## config.mk

```make
export PLATFORM = sky130hd
export DESIGN_NAME = rtb_top
export DESIGN_NICKNAME = d
export VERILOG_FILES = /design/src/rtb_pkg.sv /design/src/rtb_top.sv
export SDC_FILE = /design/constraint.sdc
export NUM_CORES = 1
export LEC_CHECK = 0
export BUFFER_PORTS_ARGS = -buffer_cell sky130_fd_sc_hd__buf_4
export CORE_ASPECT_RATIO = 1.4
export CORE_MARGIN = 1
export CORE_UTILIZATION = 35
export DETAILED_ROUTE_END_ITERATION = 8
export GPL_ROUTABILITY_DRIVEN = 0
export PLACE_DENSITY = 0.55
export SETUP_SLACK_MARGIN = 0.1
export SYNTH_ARGS = -nofsm -noshare
export SYNTH_HDL_FRONTEND = slang
export SYNTH_SLANG_ARGS = --single-unit
export TNS_END_PERCENT = 30
```

## constraint.sdc

```tcl
create_clock -name clock_i -period 2.65 [get_ports clock_i]
set_input_delay 0.6625 -clock clock_i [delete_from_list [all_inputs] [get_ports clock_i]]
set_output_delay 0.6625 -clock clock_i [all_outputs]
set_load 0.01 [all_outputs]
```

## src/rtb_pkg.sv

```systemverilog
package rtb_pkg;

  // ----------------------------------------------------------------
  // Register offsets
  // ----------------------------------------------------------------
  localparam logic [7:0] ADDR_ACCESS_KEY     = 8'h04;
  localparam logic [7:0] ADDR_IRQ_ENABLE     = 8'h28;
  localparam logic [7:0] ADDR_IRQ_STATUS     = 8'h2C;
  localparam logic [7:0] ADDR_TICK_SELECT    = 8'h30;
  localparam logic [7:0] ADDR_BACKUP_CONTROL = 8'h3C;
  localparam logic [7:0] ADDR_BACKUP_FIRST   = 8'h40;
  localparam logic [7:0] ADDR_BACKUP_LAST    = 8'h8C;

  // ----------------------------------------------------------------
  // Field positions and values
  // ----------------------------------------------------------------
  localparam int          BACKUP_WORDS     = 20;
  localparam logic [15:0] ACCESS_KEY       = 16'hA965;
  localparam int          POS_GRANTED      = 16;
  localparam int          POS_TICK_IRQ     = 1;
  localparam int          POS_BANK_ENABLE  = 2;
  localparam int          POS_UPDATE_READY = 7;
  localparam logic [31:0] RESET_TICK_SELECT = 32'h0000_0000;
  localparam logic [31:0] RESET_BACKUP_CTRL = 32'h0000_0080;
  localparam logic [31:0] RESET_BACKUP_WORD = 32'h0000_0000;

  // ----------------------------------------------------------------
  // Timing
  // ----------------------------------------------------------------
  localparam int CLOCK_HZ          = 40_000_000;
  localparam int TICK_BASE_SECONDS = 1;
  localparam int TICK_SECOND_CYCLES = CLOCK_HZ * TICK_BASE_SECONDS;
  localparam int TICK_SUBSTEPS     = 128;
  localparam logic [2:0] UPDATE_CYCLES = 3'h4;

  typedef struct packed {
    logic       granted;
    logic [2:0] tick_sel;
    logic       bank_enable;
    logic       tick_irq_enable;
    logic       tick_flag;
  } rtb_ctrl_type;

  typedef enum logic [1:0] {
    BUS_IDLE,
    BUS_WRITE,
    BUS_READ_WAIT
  } rtb_bus_state_type;

endpackage

```

## src/rtb_top.sv

```systemverilog
// Contract
// - Selector codes 000, 001, 010 and 011 give tick periods of 1, 1/2, 1/4 and 1/8 second.
// - Selector code 110 gives a tick period of 1/64 second.
// - The selector reads back only while access is granted and reads zero otherwise.
// - The update-ready bit reads low while a control or backup-word write settles, high after.
// - The update-ready bit is read only and writes to it have no effect.
// - Bit 2 of the backup control register enables the backup words.
// - While the bank is disabled, reads and writes of the twenty backup words are blocked.
// - The backup control register resets to 0x0000_0080.
// - Writing key 0xA965 to the low half of the key register sets the access-granted flag at bit 16.
// - Each elapsed tick sets the tick flag, which raises the interrupt when enabled and clears on write one.
// - Each backup word is 32-bit read/write storage; a write also holds the update-ready bit low while it settles.
`timescale 1ns/1ps
`default_nettype none

module rtb_top
  import rtb_pkg::*;
#(
  parameter int TICK_BASE_CYCLES = TICK_SECOND_CYCLES / TICK_SUBSTEPS
) (
  input  wire logic        clock_i,
  input  wire logic        rst_n_i,
  input  wire logic        hsel_i,
  input  wire logic [31:0] haddr_i,
  input  wire logic [1:0]  htrans_i,
  input  wire logic        hwrite_i,
  input  wire logic [2:0]  hsize_i,
  input  wire logic [31:0] hwdata_i,
  input  wire logic        hready_i,
  output var  logic [31:0] hrdata_o,
  output var  logic        hreadyout_o,
  output var  logic        hresp_o,
  output var  logic        irq_o
);

  // ----------------------------------------------------------------
  // Decoding helpers
  // ----------------------------------------------------------------
  function automatic logic is_backup(input logic [7:0] addr);
    is_backup = (addr >= ADDR_BACKUP_FIRST) && (addr <= ADDR_BACKUP_LAST) && (addr[1:0] == 2'h0);
  endfunction

  function automatic logic [4:0] backup_index(input logic [7:0] addr);
    logic [7:0] off;
    off = addr - ADDR_BACKUP_FIRST;
    backup_index = off[6:2];
  endfunction

  typedef enum logic [2:0] {
    SEL_NONE,
    SEL_ACCESS_KEY,
    SEL_IRQ_ENABLE,
    SEL_IRQ_STATUS,
    SEL_TICK_SELECT,
    SEL_BACKUP_CONTROL,
    SEL_BACKUP_WORD
  } rtb_reg_sel_type;

  // One decode serves the read and the write path, so the two can never disagree on the map.
  function automatic rtb_reg_sel_type reg_select(input logic [7:0] addr);
    if (addr == ADDR_ACCESS_KEY) begin
      reg_select = SEL_ACCESS_KEY;
    end else if (addr == ADDR_IRQ_ENABLE) begin
      reg_select = SEL_IRQ_ENABLE;
    end else if (addr == ADDR_IRQ_STATUS) begin
      reg_select = SEL_IRQ_STATUS;
    end else if (addr == ADDR_TICK_SELECT) begin
      reg_select = SEL_TICK_SELECT;
    end else if (addr == ADDR_BACKUP_CONTROL) begin
      reg_select = SEL_BACKUP_CONTROL;
    end else if (is_backup(addr)) begin
      reg_select = SEL_BACKUP_WORD;
    end else begin
      reg_select = SEL_NONE;
    end
  endfunction

  // ----------------------------------------------------------------
  // State
  // ----------------------------------------------------------------
  rtb_bus_state_type bus_state;
  rtb_bus_state_type next_bus_state;
  logic [7:0]        bus_addr;
  logic [7:0]        next_bus_addr;
  logic [31:0]       rdata;
  logic [31:0]       next_rdata;
  logic              ready;
  logic              next_ready;
  logic              resp;
  logic              next_resp;

  rtb_ctrl_type      ctrl;
  rtb_ctrl_type      next_ctrl;
  logic [31:0]       backup_mem [BACKUP_WORDS];
  logic              backup_write;
  logic [2:0]        settle_count;
  logic [2:0]        next_settle_count;
  logic              irq;
  logic              next_irq;

  logic [31:0]       base_count;
  logic [31:0]       next_base_count;
  logic [6:0]        sub_count;
  logic [6:0]        next_sub_count;
  logic              tick_pulse;
  logic              next_tick_pulse;

  logic              accept;
  logic              write_commit;
  logic              update_ready;
  logic [6:0]        tick_mask;
  logic              base_pulse;
  rtb_reg_sel_type   bus_sel;

  assign accept       = hsel_i && htrans_i[1] && hready_i;
  assign bus_sel      = reg_select(bus_addr);
  assign write_commit = (bus_state == BUS_WRITE);
  assign update_ready = (settle_count == 3'h0);
  assign backup_write = write_commit && (bus_sel == SEL_BACKUP_WORD) && ctrl.bank_enable;

  // ----------------------------------------------------------------
  // Bus slave
  // ----------------------------------------------------------------
  always_comb begin
    next_bus_state = bus_state;
    next_bus_addr  = bus_addr;
    next_rdata     = rdata;
    next_ready     = 1'b1;
    next_resp      = 1'b0;
    case (bus_state)
      BUS_READ_WAIT: begin
        next_rdata     = 32'h0000_0000;
        next_bus_state = BUS_IDLE;
        case (bus_sel)
          SEL_ACCESS_KEY: begin
            next_rdata[POS_GRANTED] = ctrl.granted;
          end
          SEL_IRQ_ENABLE: begin
            next_rdata[POS_TICK_IRQ] = ctrl.tick_irq_enable;
          end
          SEL_IRQ_STATUS: begin
            next_rdata[POS_TICK_IRQ] = ctrl.tick_flag;
          end
          SEL_TICK_SELECT: begin
            if (ctrl.granted) begin
              next_rdata[2:0] = ctrl.tick_sel;
            end
          end
          SEL_BACKUP_CONTROL: begin
            next_rdata[POS_UPDATE_READY] = update_ready;
            next_rdata[POS_BANK_ENABLE]  = ctrl.bank_enable;
          end
          SEL_BACKUP_WORD: begin
            if (ctrl.bank_enable) begin
              next_rdata = backup_mem[backup_index(bus_addr)];
            end
          end
          default: begin
            next_rdata = 32'h0000_0000;
          end
        endcase
      end
      default: begin
        next_bus_state = BUS_IDLE;
        if (accept) begin
          next_bus_addr = haddr_i[7:0];
          if (hwrite_i) begin
            next_bus_state = BUS_WRITE;
          end else begin
            next_bus_state = BUS_READ_WAIT;
            next_ready     = 1'b0;
          end
        end
      end
    endcase
  end

  always_ff @(posedge clock_i or negedge rst_n_i) begin
    if (!rst_n_i) begin
      bus_state <= BUS_IDLE;
      bus_addr  <= 8'h00;
      rdata     <= 32'h0000_0000;
      ready     <= 1'b1;
      resp      <= 1'b0;
    end else begin
      bus_state <= next_bus_state;
      bus_addr  <= next_bus_addr;
      rdata     <= next_rdata;
      ready     <= next_ready;
      resp      <= next_resp;
    end
  end

  // ----------------------------------------------------------------
  // Tick generator
  // ----------------------------------------------------------------
  assign base_pulse = (base_count == 32'(TICK_BASE_CYCLES - 1));
  assign tick_mask  = 7'h7F >> ctrl.tick_sel;

  always_comb begin
    next_base_count = base_pulse ? 32'h0000_0000 : base_count + 32'h0000_0001;
    next_sub_count  = base_pulse ? sub_count + 7'h01 : sub_count;
    next_tick_pulse = base_pulse && ((sub_count & tick_mask) == tick_mask);
  end

  always_ff @(posedge clock_i or negedge rst_n_i) begin
    if (!rst_n_i) begin
      base_count <= 32'h0000_0000;
      sub_count  <= 7'h00;
      tick_pulse <= 1'b0;
    end else begin
      base_count <= next_base_count;
      sub_count  <= next_sub_count;
      tick_pulse <= next_tick_pulse;
    end
  end

  // ----------------------------------------------------------------
  // Registers
  // ----------------------------------------------------------------
  always_comb begin
    next_ctrl         = ctrl;
    next_settle_count = (settle_count != 3'h0) ? settle_count - 3'h1 : 3'h0;
    if (write_commit) begin
      case (bus_sel)
        SEL_ACCESS_KEY: begin
          next_ctrl.granted = (hwdata_i[15:0] == ACCESS_KEY);
        end
        SEL_IRQ_ENABLE: begin
          next_ctrl.tick_irq_enable = hwdata_i[POS_TICK_IRQ];
        end
        SEL_IRQ_STATUS: begin
          if (hwdata_i[POS_TICK_IRQ]) begin
            next_ctrl.tick_flag = 1'b0;
          end
        end
        SEL_TICK_SELECT: begin
          if (ctrl.granted) begin
            next_ctrl.tick_sel = hwdata_i[2:0];
          end
        end
        SEL_BACKUP_CONTROL: begin
          if (ctrl.granted) begin
            next_ctrl.bank_enable = hwdata_i[POS_BANK_ENABLE];
            next_settle_count     = UPDATE_CYCLES;
          end
        end
        SEL_BACKUP_WORD: begin
          if (ctrl.bank_enable) begin
            next_settle_count = UPDATE_CYCLES;
          end
        end
        default: begin
          next_ctrl = ctrl;
        end
      endcase
    end
    // The set comes after the clear so that a tick landing with a clear is never lost.
    if (tick_pulse) begin
      next_ctrl.tick_flag = 1'b1;
    end
    next_irq = next_ctrl.tick_flag && next_ctrl.tick_irq_enable;
  end

  always_ff @(posedge clock_i or negedge rst_n_i) begin
    if (!rst_n_i) begin
      ctrl.granted         <= 1'b0;
      ctrl.tick_sel        <= RESET_TICK_SELECT[2:0];
      ctrl.bank_enable     <= RESET_BACKUP_CTRL[POS_BANK_ENABLE];
      ctrl.tick_irq_enable <= 1'b0;
      ctrl.tick_flag       <= 1'b0;
      settle_count         <= 3'h0;
      irq                  <= 1'b0;
    end else begin
      ctrl         <= next_ctrl;
      settle_count <= next_settle_count;
      irq          <= next_irq;
    end
  end

  // ----------------------------------------------------------------
  // Backup words
  // ----------------------------------------------------------------
  for (genvar g = 0; g < BACKUP_WORDS; g++) begin : gen_word
    logic [31:0] next_word;

    always_comb begin
      next_word = backup_mem[g];
      if (backup_write && (backup_index(bus_addr) == 5'(g))) begin
        next_word = hwdata_i;
      end
    end

    always_ff @(posedge clock_i or negedge rst_n_i) begin
      if (!rst_n_i) begin
        backup_mem[g] <= RESET_BACKUP_WORD;
      end else begin
        backup_mem[g] <= next_word;
      end
    end
  end

  assign hrdata_o    = rdata;
  assign hreadyout_o = ready;
  assign hresp_o     = resp;
  assign irq_o       = irq;

endmodule

`default_nettype wire

```

**Word-level counts from Yosys, hierarchy flattened**

Index checks and enable logic that the tools add are counted.

- Bits in registers: 734
- Input port bits: 74
- Output and inout bits: 35

- $add $sub $neg: 4
- Magnitude comparators: 3
- Equality and inequality tests: 35
- Shift-type cells: 1
- Mux-type cells: 36
- Bitwise gates (word level): 3
- Reduce and logical (&&, ||, !) cells: 36

Operators by type and width:

| cell | number |
|---|---|
| binary-select mux 32 bit (select 5 bit) | 1 |
| two-way mux 32 bit | 4 |
| == test 5 x 4 -> 1 bit (second input constant) | 8 |
| two-way mux 3 bit | 11 |
| adder 32 x 1 -> 32 bit (second input constant) | 1 |
| == test 32 x 19 -> 1 bit (second input constant) | 1 |
| == test 8 x 6 -> 1 bit (second input constant) | 4 |
| logical AND 1 bit | 28 |
| == test 5 x 3 -> 1 bit (second input constant) | 4 |
| == test 5 bit (second input constant) | 4 |
| == test 16 bit (second input constant) | 1 |
| two-way mux 15 bit | 1 |
| == test 5 x 2 -> 1 bit (second input constant) | 2 |
| == test 3 bit (second input constant) | 3 |
| == test 8 x 3 -> 1 bit (second input constant) | 1 |
| greater-or-equal comparator 8 x 7 -> 1 bit (second input constant) | 1 |
| less-or-equal comparator 8 bit (second input constant) | 1 |
| two-way mux 2 bit | 4 |
| two-way mux 8 bit | 1 |
| adder 7 x 1 -> 7 bit (second input constant) | 1 |
| AND 7 bit | 1 |
| == test 7 bit | 1 |
| two-way mux 1 bit | 7 |
| >> shifter 7 x 3 -> 7 bit (first input constant) | 1 |
| 21 further kinds | 26 |

**Longest topological paths before layout**

Gate-level depths: netlist of run 1.

- Depth in word-level cells: 14
- Gate-level depth with buffers: 8
- Depth with buffers taken out: 5

**Least setup slack after synthesis of run 1**

Ideal clock, no wire load.

- Path type: register to register
- Start: register bus_addr[6]
- End: register backup_mem[107] in the netlist's numbering
- Arrival time: 2065 ps
- Data required time: 2525 ps
- Setup slack: 461 ps
- Cell stages (with the launch flop): 6
- Path buffers: 1
- Cells stage by stage: dfrtp_1 nor4b_2 o211ai_2 nor4_4 buf_4 mux2_2

- Cells in the longest elaborated chain, start to end: 13
- Elaborated cells on any way between the ends: 21
- Those cells by class: 1 x add/sub; 2 x order compare; 7 x eq/ne; 6 x mux; 5 x reduce/logical

Ends and longest elaborated chain:

| element | RTL line | text |
|---|---|---|
| start: declaration | rtb_top.sv:83 | `logic [7:0] bus_addr;` |
| start signal: assignment | rtb_top.sv:187 | `bus_addr <= next_bus_addr;` |
| greater-or-equal comparator 8 x 7 -> 1 bit / less-or-equal comparator 8 bit (equally long branches) | rtb_top.sv:40 | `is_backup = (addr >= ADDR_BACKUP_FIRST) && (addr <= ADDR_BACKUP_LAST) && (addr[1:0] == 2'h0);` |
| logical AND 1 bit (2 in series) | rtb_top.sv:40 |  |
| two-way mux 3 bit | rtb_top.sv:71 | `end else if (is_backup(addr)) begin` |
| two-way mux 3 bit | rtb_top.sv:69 | `end else if (addr == ADDR_BACKUP_CONTROL) begin` |
| two-way mux 3 bit | rtb_top.sv:67 | `end else if (addr == ADDR_TICK_SELECT) begin` |
| two-way mux 3 bit | rtb_top.sv:65 | `end else if (addr == ADDR_IRQ_STATUS) begin` |
| two-way mux 3 bit | rtb_top.sv:63 | `end else if (addr == ADDR_IRQ_ENABLE) begin` |
| two-way mux 3 bit | rtb_top.sv:61 | `if (addr == ADDR_ACCESS_KEY) begin` |
| == test 3 bit | rtb_top.sv:119 | `assign backup_write = write_commit && (bus_sel == SEL_BACKUP_WORD) && ctrl.bank_enable;` |
| logical AND 1 bit (2 in series) | rtb_top.sv:119 |  |
| logical AND 1 bit (*) | rtb_top.sv:289 | `if (backup_write && (backup_index(bus_addr) == 5'(g))) begin` |
| end signal: indexed assignment | rtb_top.sv:298 | `backup_mem[g] <= next_word;` |
| end: declaration | rtb_top.sv:94 | `logic [31:0] backup_mem [BACKUP_WORDS];` |

Mark *: on every way between the ends. The rest lies on a longest branch, timed or not.
A chain may end at the register's enable or synchronous reset.

**Final worst setup path of run 1**

- Start: register bus_addr[7]
- End: register backup_mem[621] in the netlist's numbering

- Cells in the longest elaborated chain, start to end: 13
- Elaborated cells on any way between the ends: 19
- Those cells by class: 2 x order compare; 6 x eq/ne; 6 x mux; 5 x reduce/logical

Ends and longest elaborated chain:

| element | RTL line |
|---|---|
| greater-or-equal comparator 8 x 7 -> 1 bit / less-or-equal comparator 8 bit (equally long branches) | rtb_top.sv:40 |
| logical AND 1 bit (2 in series) | rtb_top.sv:40 |
| two-way mux 3 bit | rtb_top.sv:71 |
| two-way mux 3 bit | rtb_top.sv:69 |
| two-way mux 3 bit | rtb_top.sv:67 |
| two-way mux 3 bit | rtb_top.sv:65 |
| two-way mux 3 bit | rtb_top.sv:63 |
| two-way mux 3 bit (*) | rtb_top.sv:61 |
| == test 3 bit (*) | rtb_top.sv:119 |
| logical AND 1 bit (*) (2 in series) | rtb_top.sv:119 |
| logical AND 1 bit (*) | rtb_top.sv:289 |

Marks and branches as above.

==> results of run 1 <==
==> logic make-up (layout without fill, tap and decap cells) <==
kind of cell,count (synthesis),after routing
muxes,845,845
DFF,734,734
and+or+nand+nor,218,218
buffers and inverters,211,340
AOI/OAI and AO/OA,127,127
xor gates and xnor gates,33,33
adders and majority gates,4,4
other,1,1
==> synth_stat cells (all sizes together), types with 10 or more instances <==
master,count
a22oi,33
inv,10
dfrtp,733
buf,95
a21oi,10
xor2,24
o211ai,30
nand2,52
nor3,22
clkbuf,106
mux4,159
nor2,19
nor4,25
mux2i,32
nand4,12
mux2,654
nand3,24
a22o,29
==> timing repair <==
action / in CTS / in global routing
endpoints found under the setup margin: 0 / 24
gates resized for setup: 0 / 1
hold buffers: 1 / 0
hold endpoints to repair: 26 / 0
==> worst max path at each step <==
stage	cells past startpoint	endpoint
after floorplan	5	backup_mem[107]
after global placement	4	backup_mem[568]
after detailed placement	4	backup_mem[572]
after CTS	4	backup_mem[566]
after global routing	6	backup_mem[61]
final	6	backup_mem[621]
==> power by group <==
part | leakage (nW) | switching (mW) | internal [mW]
Clock | 1.21 | 4.50 | 6.07
Combinational | 6.77 | 1.60 | 1.09
Sequential | 10.0 | 0.158 | 11.4
Total | 18.0 | 6.26 | 18.5
==> final cells by class <==
cell class | instances | area, um^2 | area share
clock buffers | 106 | 2150 | 0.0559
clock inverters | 27 | 272 | 0.00704
inverters | 10 | 37.5 | 0.000973
multi-input cells | 1228 | 14100 | 0.364
flip-flops and latches | 734 | 18400 | 0.477
well taps | 1215 | 1520 | 0.0394
repair buffers | 197 | 2150 | 0.0558
==> registers in the layout, summed over array words and instances (netlist names) <==
| signal | count |
|---|---|
| backup_mem | 640 |
| hrdata_o | 32 |
| settle_count | 3 |
| irq_o | 1 |
| sub_count | 7 |
| bus_state | 2 |
| ctrl | 7 |
| tick_pulse | 1 |
| bus_addr | 8 |
| base_count | 32 |
| hreadyout_o | 1 |
==> per-layer routing <==
| metal | vias to the layer above | global-route usage |
|---|---|---|
| met5 | - | 0 |
| met4 | 4 | 0.0796 |
| met3 | 168 | 0.0235 |
| met2 | 360 | 0.330 |
| met1 | 10300 | 0.233 |
| li1 | 8227 | - |
==> cell usage in the layout (no fill, tap or decap), drive strengths merged, types with 3 or more instances in the layout <==
cell type,Yosys,layout
nor4bb,6,6
nor4b,9,9
mux2i,32,32
nor4,25,25
o21ai,8,8
o211ai,30,30
clkbuf,106,106
xor2,24,24
mux2,654,654
and4,8,8
or3,4,4
clkinv,0,17
xnor2,9,9
a22oi,33,33
nand4,12,12
or4,3,3
buf,95,196
and3b,3,3
and2,5,5
nor2b,6,6
nor3b,4,4
inv,10,15
nand2b,9,9
dfrtp,733,733
nor2,19,19
bufinv,0,4
mux4,159,159
a31oi,4,4
and3,3,3
a21oi,10,10
nand2,52,52
nand3,24,24
nor3,22,22
ha,4,4
a22o,29,29
==> critical path: stages (launching register included) <==
cell and delay [ps]:
dfrtp_1 430, and2b_1 280, nand4_1 270, buf_12 270, nor4_4 380, buf_12 290
mux2_2 370
==> summary.txt, run 1 <==
Run status: finished, final reports clean
# rows: 133
CP Launch Type: flop
Total power: 24.8 mW
Final period utilization: 0.929
Hold Path Cell Cnt: 2
CTS Buffer Depth: 3
Register area share after synthesis: 0.553
Gr ovfl total: 0
Power Density: 643 nW/um^2
Syn avg cell area: 15.3 um^2
HPWL Detailed: 54500 um
Routed Antenna Nets: 0
Post-route minimum period: 2460 ps
Dominant synthesized flop cell: dfrtp_1
Final setup violation count: 0
Vias per inst: 5.43
Iter 0 DRT Violations: 1133
Worst slew margin: 0.586
CP Max Fanout: 20
Synth Area in XOR/XNOR: 0.00870
M1 wire length: 36100 um
# DRC: 0
Post-CTS setup buffer count: 0
Total Routed Length: 87900 um
Final Cell Area: 38600 um^2
Ranking of synthesized cells by area: dfrtp_1, mux2_2, mux4_2
FILL cells: 8361
Vias: 19.1k
Worst-path clk slew: 60 ps
Largest family of logic cells by synthesized area: multiplexers
Met3 wire length: 2850 um
Min-Delay Endpoint: bus_addr[0]
Synth top area share: 0.552
Data arrival time of the worst path: 2960 ps
WS Path Type: flop to flop
CP Launch Point: bus_addr[7]
Syn. warnings: 0
Die Width: 262 um
Final Util: 0.410
Critical R2R Launch: bus_addr[7]
Post-synth EDFFs: 0
Placed cells: 3383
Ant. Diodes: 0
Vias in the first global route: 21.4k
Initial antenna violation count: 2
CTS Buf Count: 75
Hold_ws: 268 ps
LEAKAGE: 18.0 nW
Fmax: 0.406 GHz
Share of cells above drive strength 1: 0.473
Setup_tns: 0 ps
Num ports: 109
Post-synth ARST share: 1.00
Final Hold Vio Count: 0
Root Buffer: clkbuf_16
Top sig layer: met5
Post-Synth Adder-Cell Area: 0.00151
Post-synthesis mux area share: 0.339
Hold Crit Class: primary input to flop
PortBufs: 79
Drt wl/cell: 25.0 um
Critical Path RT: 3150 ps
Least-Margin Pin Slew: 621 ps
Syn_nets: 2251
Placed cell area: 36100 um^2
Netlist cell types: 57
IR Drop Worst-Case VDD: 0.428 mV
Max-cap viol count: 0
CORE AREA: 94000 um^2
Die Ht: 367 um
Cell Area, Synth: 33200 um^2
Wire length on met2: 45600 um
Largest net degree at the start of global routing: 96
Compound-Gate Fraction of Synth Area: 0.0291
Crit path capture type: flop
RSZ-0062 raised after global routing: yes
Final nets: 2324
Clock sinks: 734
Post-Syn Instances: 2173
HP Start: haddr_i[0]
Worst R2R End: backup_mem[621]
Worst Reg-to-Reg Cells: 6
Insertion delay of the later-clocked pin in the worst-skew pair: 630 ps
Yosys reg bits: 734
Post-place setup slack: 163 ps
Simple-gate portion of the synthesized area: 0.0408
Gr usage total: 0.188
Final WS setup: 189 ps
Clk_skew: 17.2 ps
Initial core utilization: 0.353
H-Tree Depth: 3
CTS tree: yes
First-pass GRT wire length: 138000 um
Area Growth Syn to Fin: 16.1%
Die area: 96200 um^2
Fin cells: 3517
Post-synth top area cell: dfrtp_1
Max Transition Viols Final: 0
R2R setup slack: 190 ps
Pre-Repair DR Iteration Count: 5
Note: power is estimated with default switching activity, not from simulation.
==> run 2, diff against run 1 <==
- CTS_BUF_LIST: not set -> sky130_fd_sc_hd__clkbuf_8 sky130_fd_sc_hd__clkbuf_16
==> run 2 against run 1 <==
  * Sequential cell count unchanged
  * Clock power hardly changed
  * Critical path depth is the same
  * First-iteration DRC count decreased by 2.4%
  * Sequential share of layout area stayed put
  * Combinational power about the same
  * Count of clock-buffer cells in the layout down 16
  * Worst hold slack better by 0.89 ps
  * Non-clock buffer count unchanged
  * Clock skew is 0.85 ps lower
  * Setup slack better by 6.4 ps
  * Register-to-register slack about the same
  * Critical path type unchanged
==> summary.txt, run 2 (synthesis gave the netlist of run 1 again) <==
Initial antenna violation count: 2 (unchanged)
Largest net degree at the start of global routing: 96 (unchanged)
Final Hold Vio Count: 0 (unchanged)
Ant. Diodes: 0 (unchanged)
Gr busiest metal: met2 (unchanged)
Power Density: 642 nW/um^2 (was 643 nW/um^2)
Critical Path RT: 3150 ps (about the same)
Num ports: 109 (unchanged)
Seq pwr share: 0.466 (was 0.465)
Commonest non-fill, non-tap cell in the layout: dfrtp_1 (unchanged)
Final period utilization: 0.926 (was 0.929)
Initial core utilization: 0.353 (unchanged)
Buf+Inv Stages, Crit Path: 2 (unchanged)
Drt wl/cell: 25.0 um (about the same)
Share of cells above drive strength 1: 0.473 (unchanged)
Clock power frac: 0.425 (was 0.426)
GR Util met2: 0.330 (about the same)
CP max stage delay: 430 ps (about the same)
Worst-path clk slew: 60 ps (about the same)
WS Path Type: flop to flop (unchanged)
Post-route minimum period: 2450 ps (was 2460 ps)
Sw Ratio: 0.253 (was 0.252)
Largest Register: backup_mem (unchanged)
Psw: 6.26 mW (about the same)
Die Ht: 367 um (unchanged)
Post-CTS setup buffer count: 0 (unchanged)
IR Drop Worst-Case VDD: 0.427 mV (was 0.428 mV)
Setup_tns: 0 ps (unchanged)
Fmax: 0.407 GHz (was 0.406 GHz)
Die area: 96200 um^2 (unchanged)
Crit. path cell count: 6 (unchanged)
CTS Buffer Depth: 3 (unchanged)
Total power: 24.7 mW (was 24.8 mW)
Worst R2R End: backup_mem[621] (unchanged)
Max Transition Viols Final: 0 (unchanged)
HPWL Detailed: 54500 um (unchanged)
Final nets: 2324 (unchanged)
Hold Crit Class: primary input to flop (unchanged)
CP Launch Type: flop (unchanged)
Vias per inst: 5.44 (was 5.43)
H-Tree Depth: 3 (unchanged)
Max-cap viol count: 0 (unchanged)
Pre-Repair DR Iteration Count: 5 (unchanged)
Crit path max-delay family: simple AND/OR/NAND/NOR gates (unchanged)
Most frequent cells in the layout: dfrtp_1, mux2_2, mux4_2 (unchanged)
Clock sinks: 734 (unchanged)
Data arrival time of the worst path: 2950 ps (was 2960 ps)
CP Max Fanout: 20 (unchanged)
Max reg flops: 640 (unchanged)
CP most frequent cell: buf_12 (unchanged)
First-pass GRT wire length: 138000 um (unchanged)
Vias in the first global route: 21.4k (about the same)
Critical path, cell by cell: and2b_1 -> nand4_1 -> buf_12 -> nor4_4 -> buf_12 -> mux2_2 (unchanged)
LEAKAGE: 18.1 nW (was 18.0 nW)
PortBufs: 79 (unchanged)
Critical Path Slowest Stage Cell: dfrtp_1 (unchanged)
GR met3 Demand/Resource: 0.0235 (unchanged)
Worst slew margin: 0.587 (was 0.586)
CP Capture Point: backup_mem[621] (unchanged)
Root Buffer: clkbuf_16 (unchanged)
Iter 0 DRT Violations: 1106 (was 1133)
Run status: finished, final reports clean (unchanged)
Gr usage total: 0.188 (unchanged)
Insertion delay of the later-clocked pin in the worst-skew pair: 630 ps (about the same)
# rows: 133 (unchanged)
CORE AREA: 94000 um^2 (unchanged)
CTS tree: yes (unchanged)
CTS Buf Count: 75 (unchanged)
Comb pwr share: 0.109 (was 0.108)
Vias: 19.1k (about the same)
CP Launch Point: bus_addr[7] (unchanged)
Crit path capture type: flop (unchanged)
Int Power: 18.5 mW (about the same)
Critical R2R Launch: bus_addr[7] (unchanged)
RSZ-0062 raised after global routing: yes (unchanged)
Least-Margin Pin Slew: 619 ps (was 621 ps)
# DRC: 0 (unchanged)
Clk_skew: 16.4 ps (was 17.2 ps)
Final setup violation count: 0 (unchanged)
Worst Reg-to-Reg Cells: 6 (unchanged)
Area Growth Syn to Fin: 16.1% (unchanged)
R2R setup slack: 200 ps (was 190 ps)
M1 GR Usage: 0.233 (about the same)
Routed Antenna Nets: 0 (unchanged)
Gr ovfl total: 0 (unchanged)
Total Routed Length: 87900 um (about the same)
Die Width: 262 um (unchanged)
-- run 2: layer usage --
metal | vias up | wire [um]
li1 | 8230 | -
met1 | 10300 | 36100
met2 | 372 | 45600
met3 | 170 | 2850
met4 | 4 | 3360
met5 | - | 25
-- run 2: repair_timing --
item,in CTS,in global routing
hold buffers,1,0
setup endpoints to repair,0,24
resized for setup,0,1
endpoints found under the hold margin,26,0
-- run 2: worst min-delay path by stage --
stage          cells past startpoint  slack, ps     startpoint       endpoint
5_1_grt                            2        240     haddr_i[1]    bus_addr[1]
6_report                           2        270     haddr_i[0]    bus_addr[0]
4_1_cts                            2        230     haddr_i[0]    bus_addr[0]
3_3_place_gp                       1        460  base_count[0]  base_count[0]
2_1_floorplan                      0        370        rst_n_i  backup_mem[0]
3_5_place_dp                       1        460   sub_count[6]   sub_count[6]
-- run 2: cell type report --
type	instances	area (um^2)
Fill cell	8361	55500
Sequential cell	734	18400
Multi-Input combinational cell	1228	14100
Timing Repair Buffer	197	2150
Clock buffer	90	2090
Tap cell	1215	1520
Clock inverter	43	332
Inverter	10	37.5
-- run 2: worst reg2reg max path, delay by kind of cell, from the launching register on --
family	cells	cell delay [ps]
flip-flops	1	430
buffers and inverters	2	560
multiplexers	1	390
AND/OR/NAND/NOR	3	950
-- run 2: stage by stage --
step | setup slack [ps] | utilization | instances | cell area [um^2] | hold slack [ps]
after global routing | 77.6 | 0.410 | 3517 | 38600 | 243
after floorplan | 461 | - | 2173 | 33200 | 367
final | 195 | 0.410 | 3517 | 38600 | 269
after detailed placement | 163 | 0.384 | 3383 | 36100 | 463
after CTS | 138 | 0.410 | 3517 | 38600 | 231
after global placement | 188 | 0.384 | 3383 | 36100 | 458
-- run 2: power groups by stage --
stage	Clock (mW)	Combinational, mW	Sequential, mW
detailed placement	0	2.74	11.7
global placement	0	2.70	11.7
floorplan	0	1.54	11.7
global route	11.3	2.89	11.6
CTS	10.8	2.75	11.5
finish	10.5	2.69	11.5
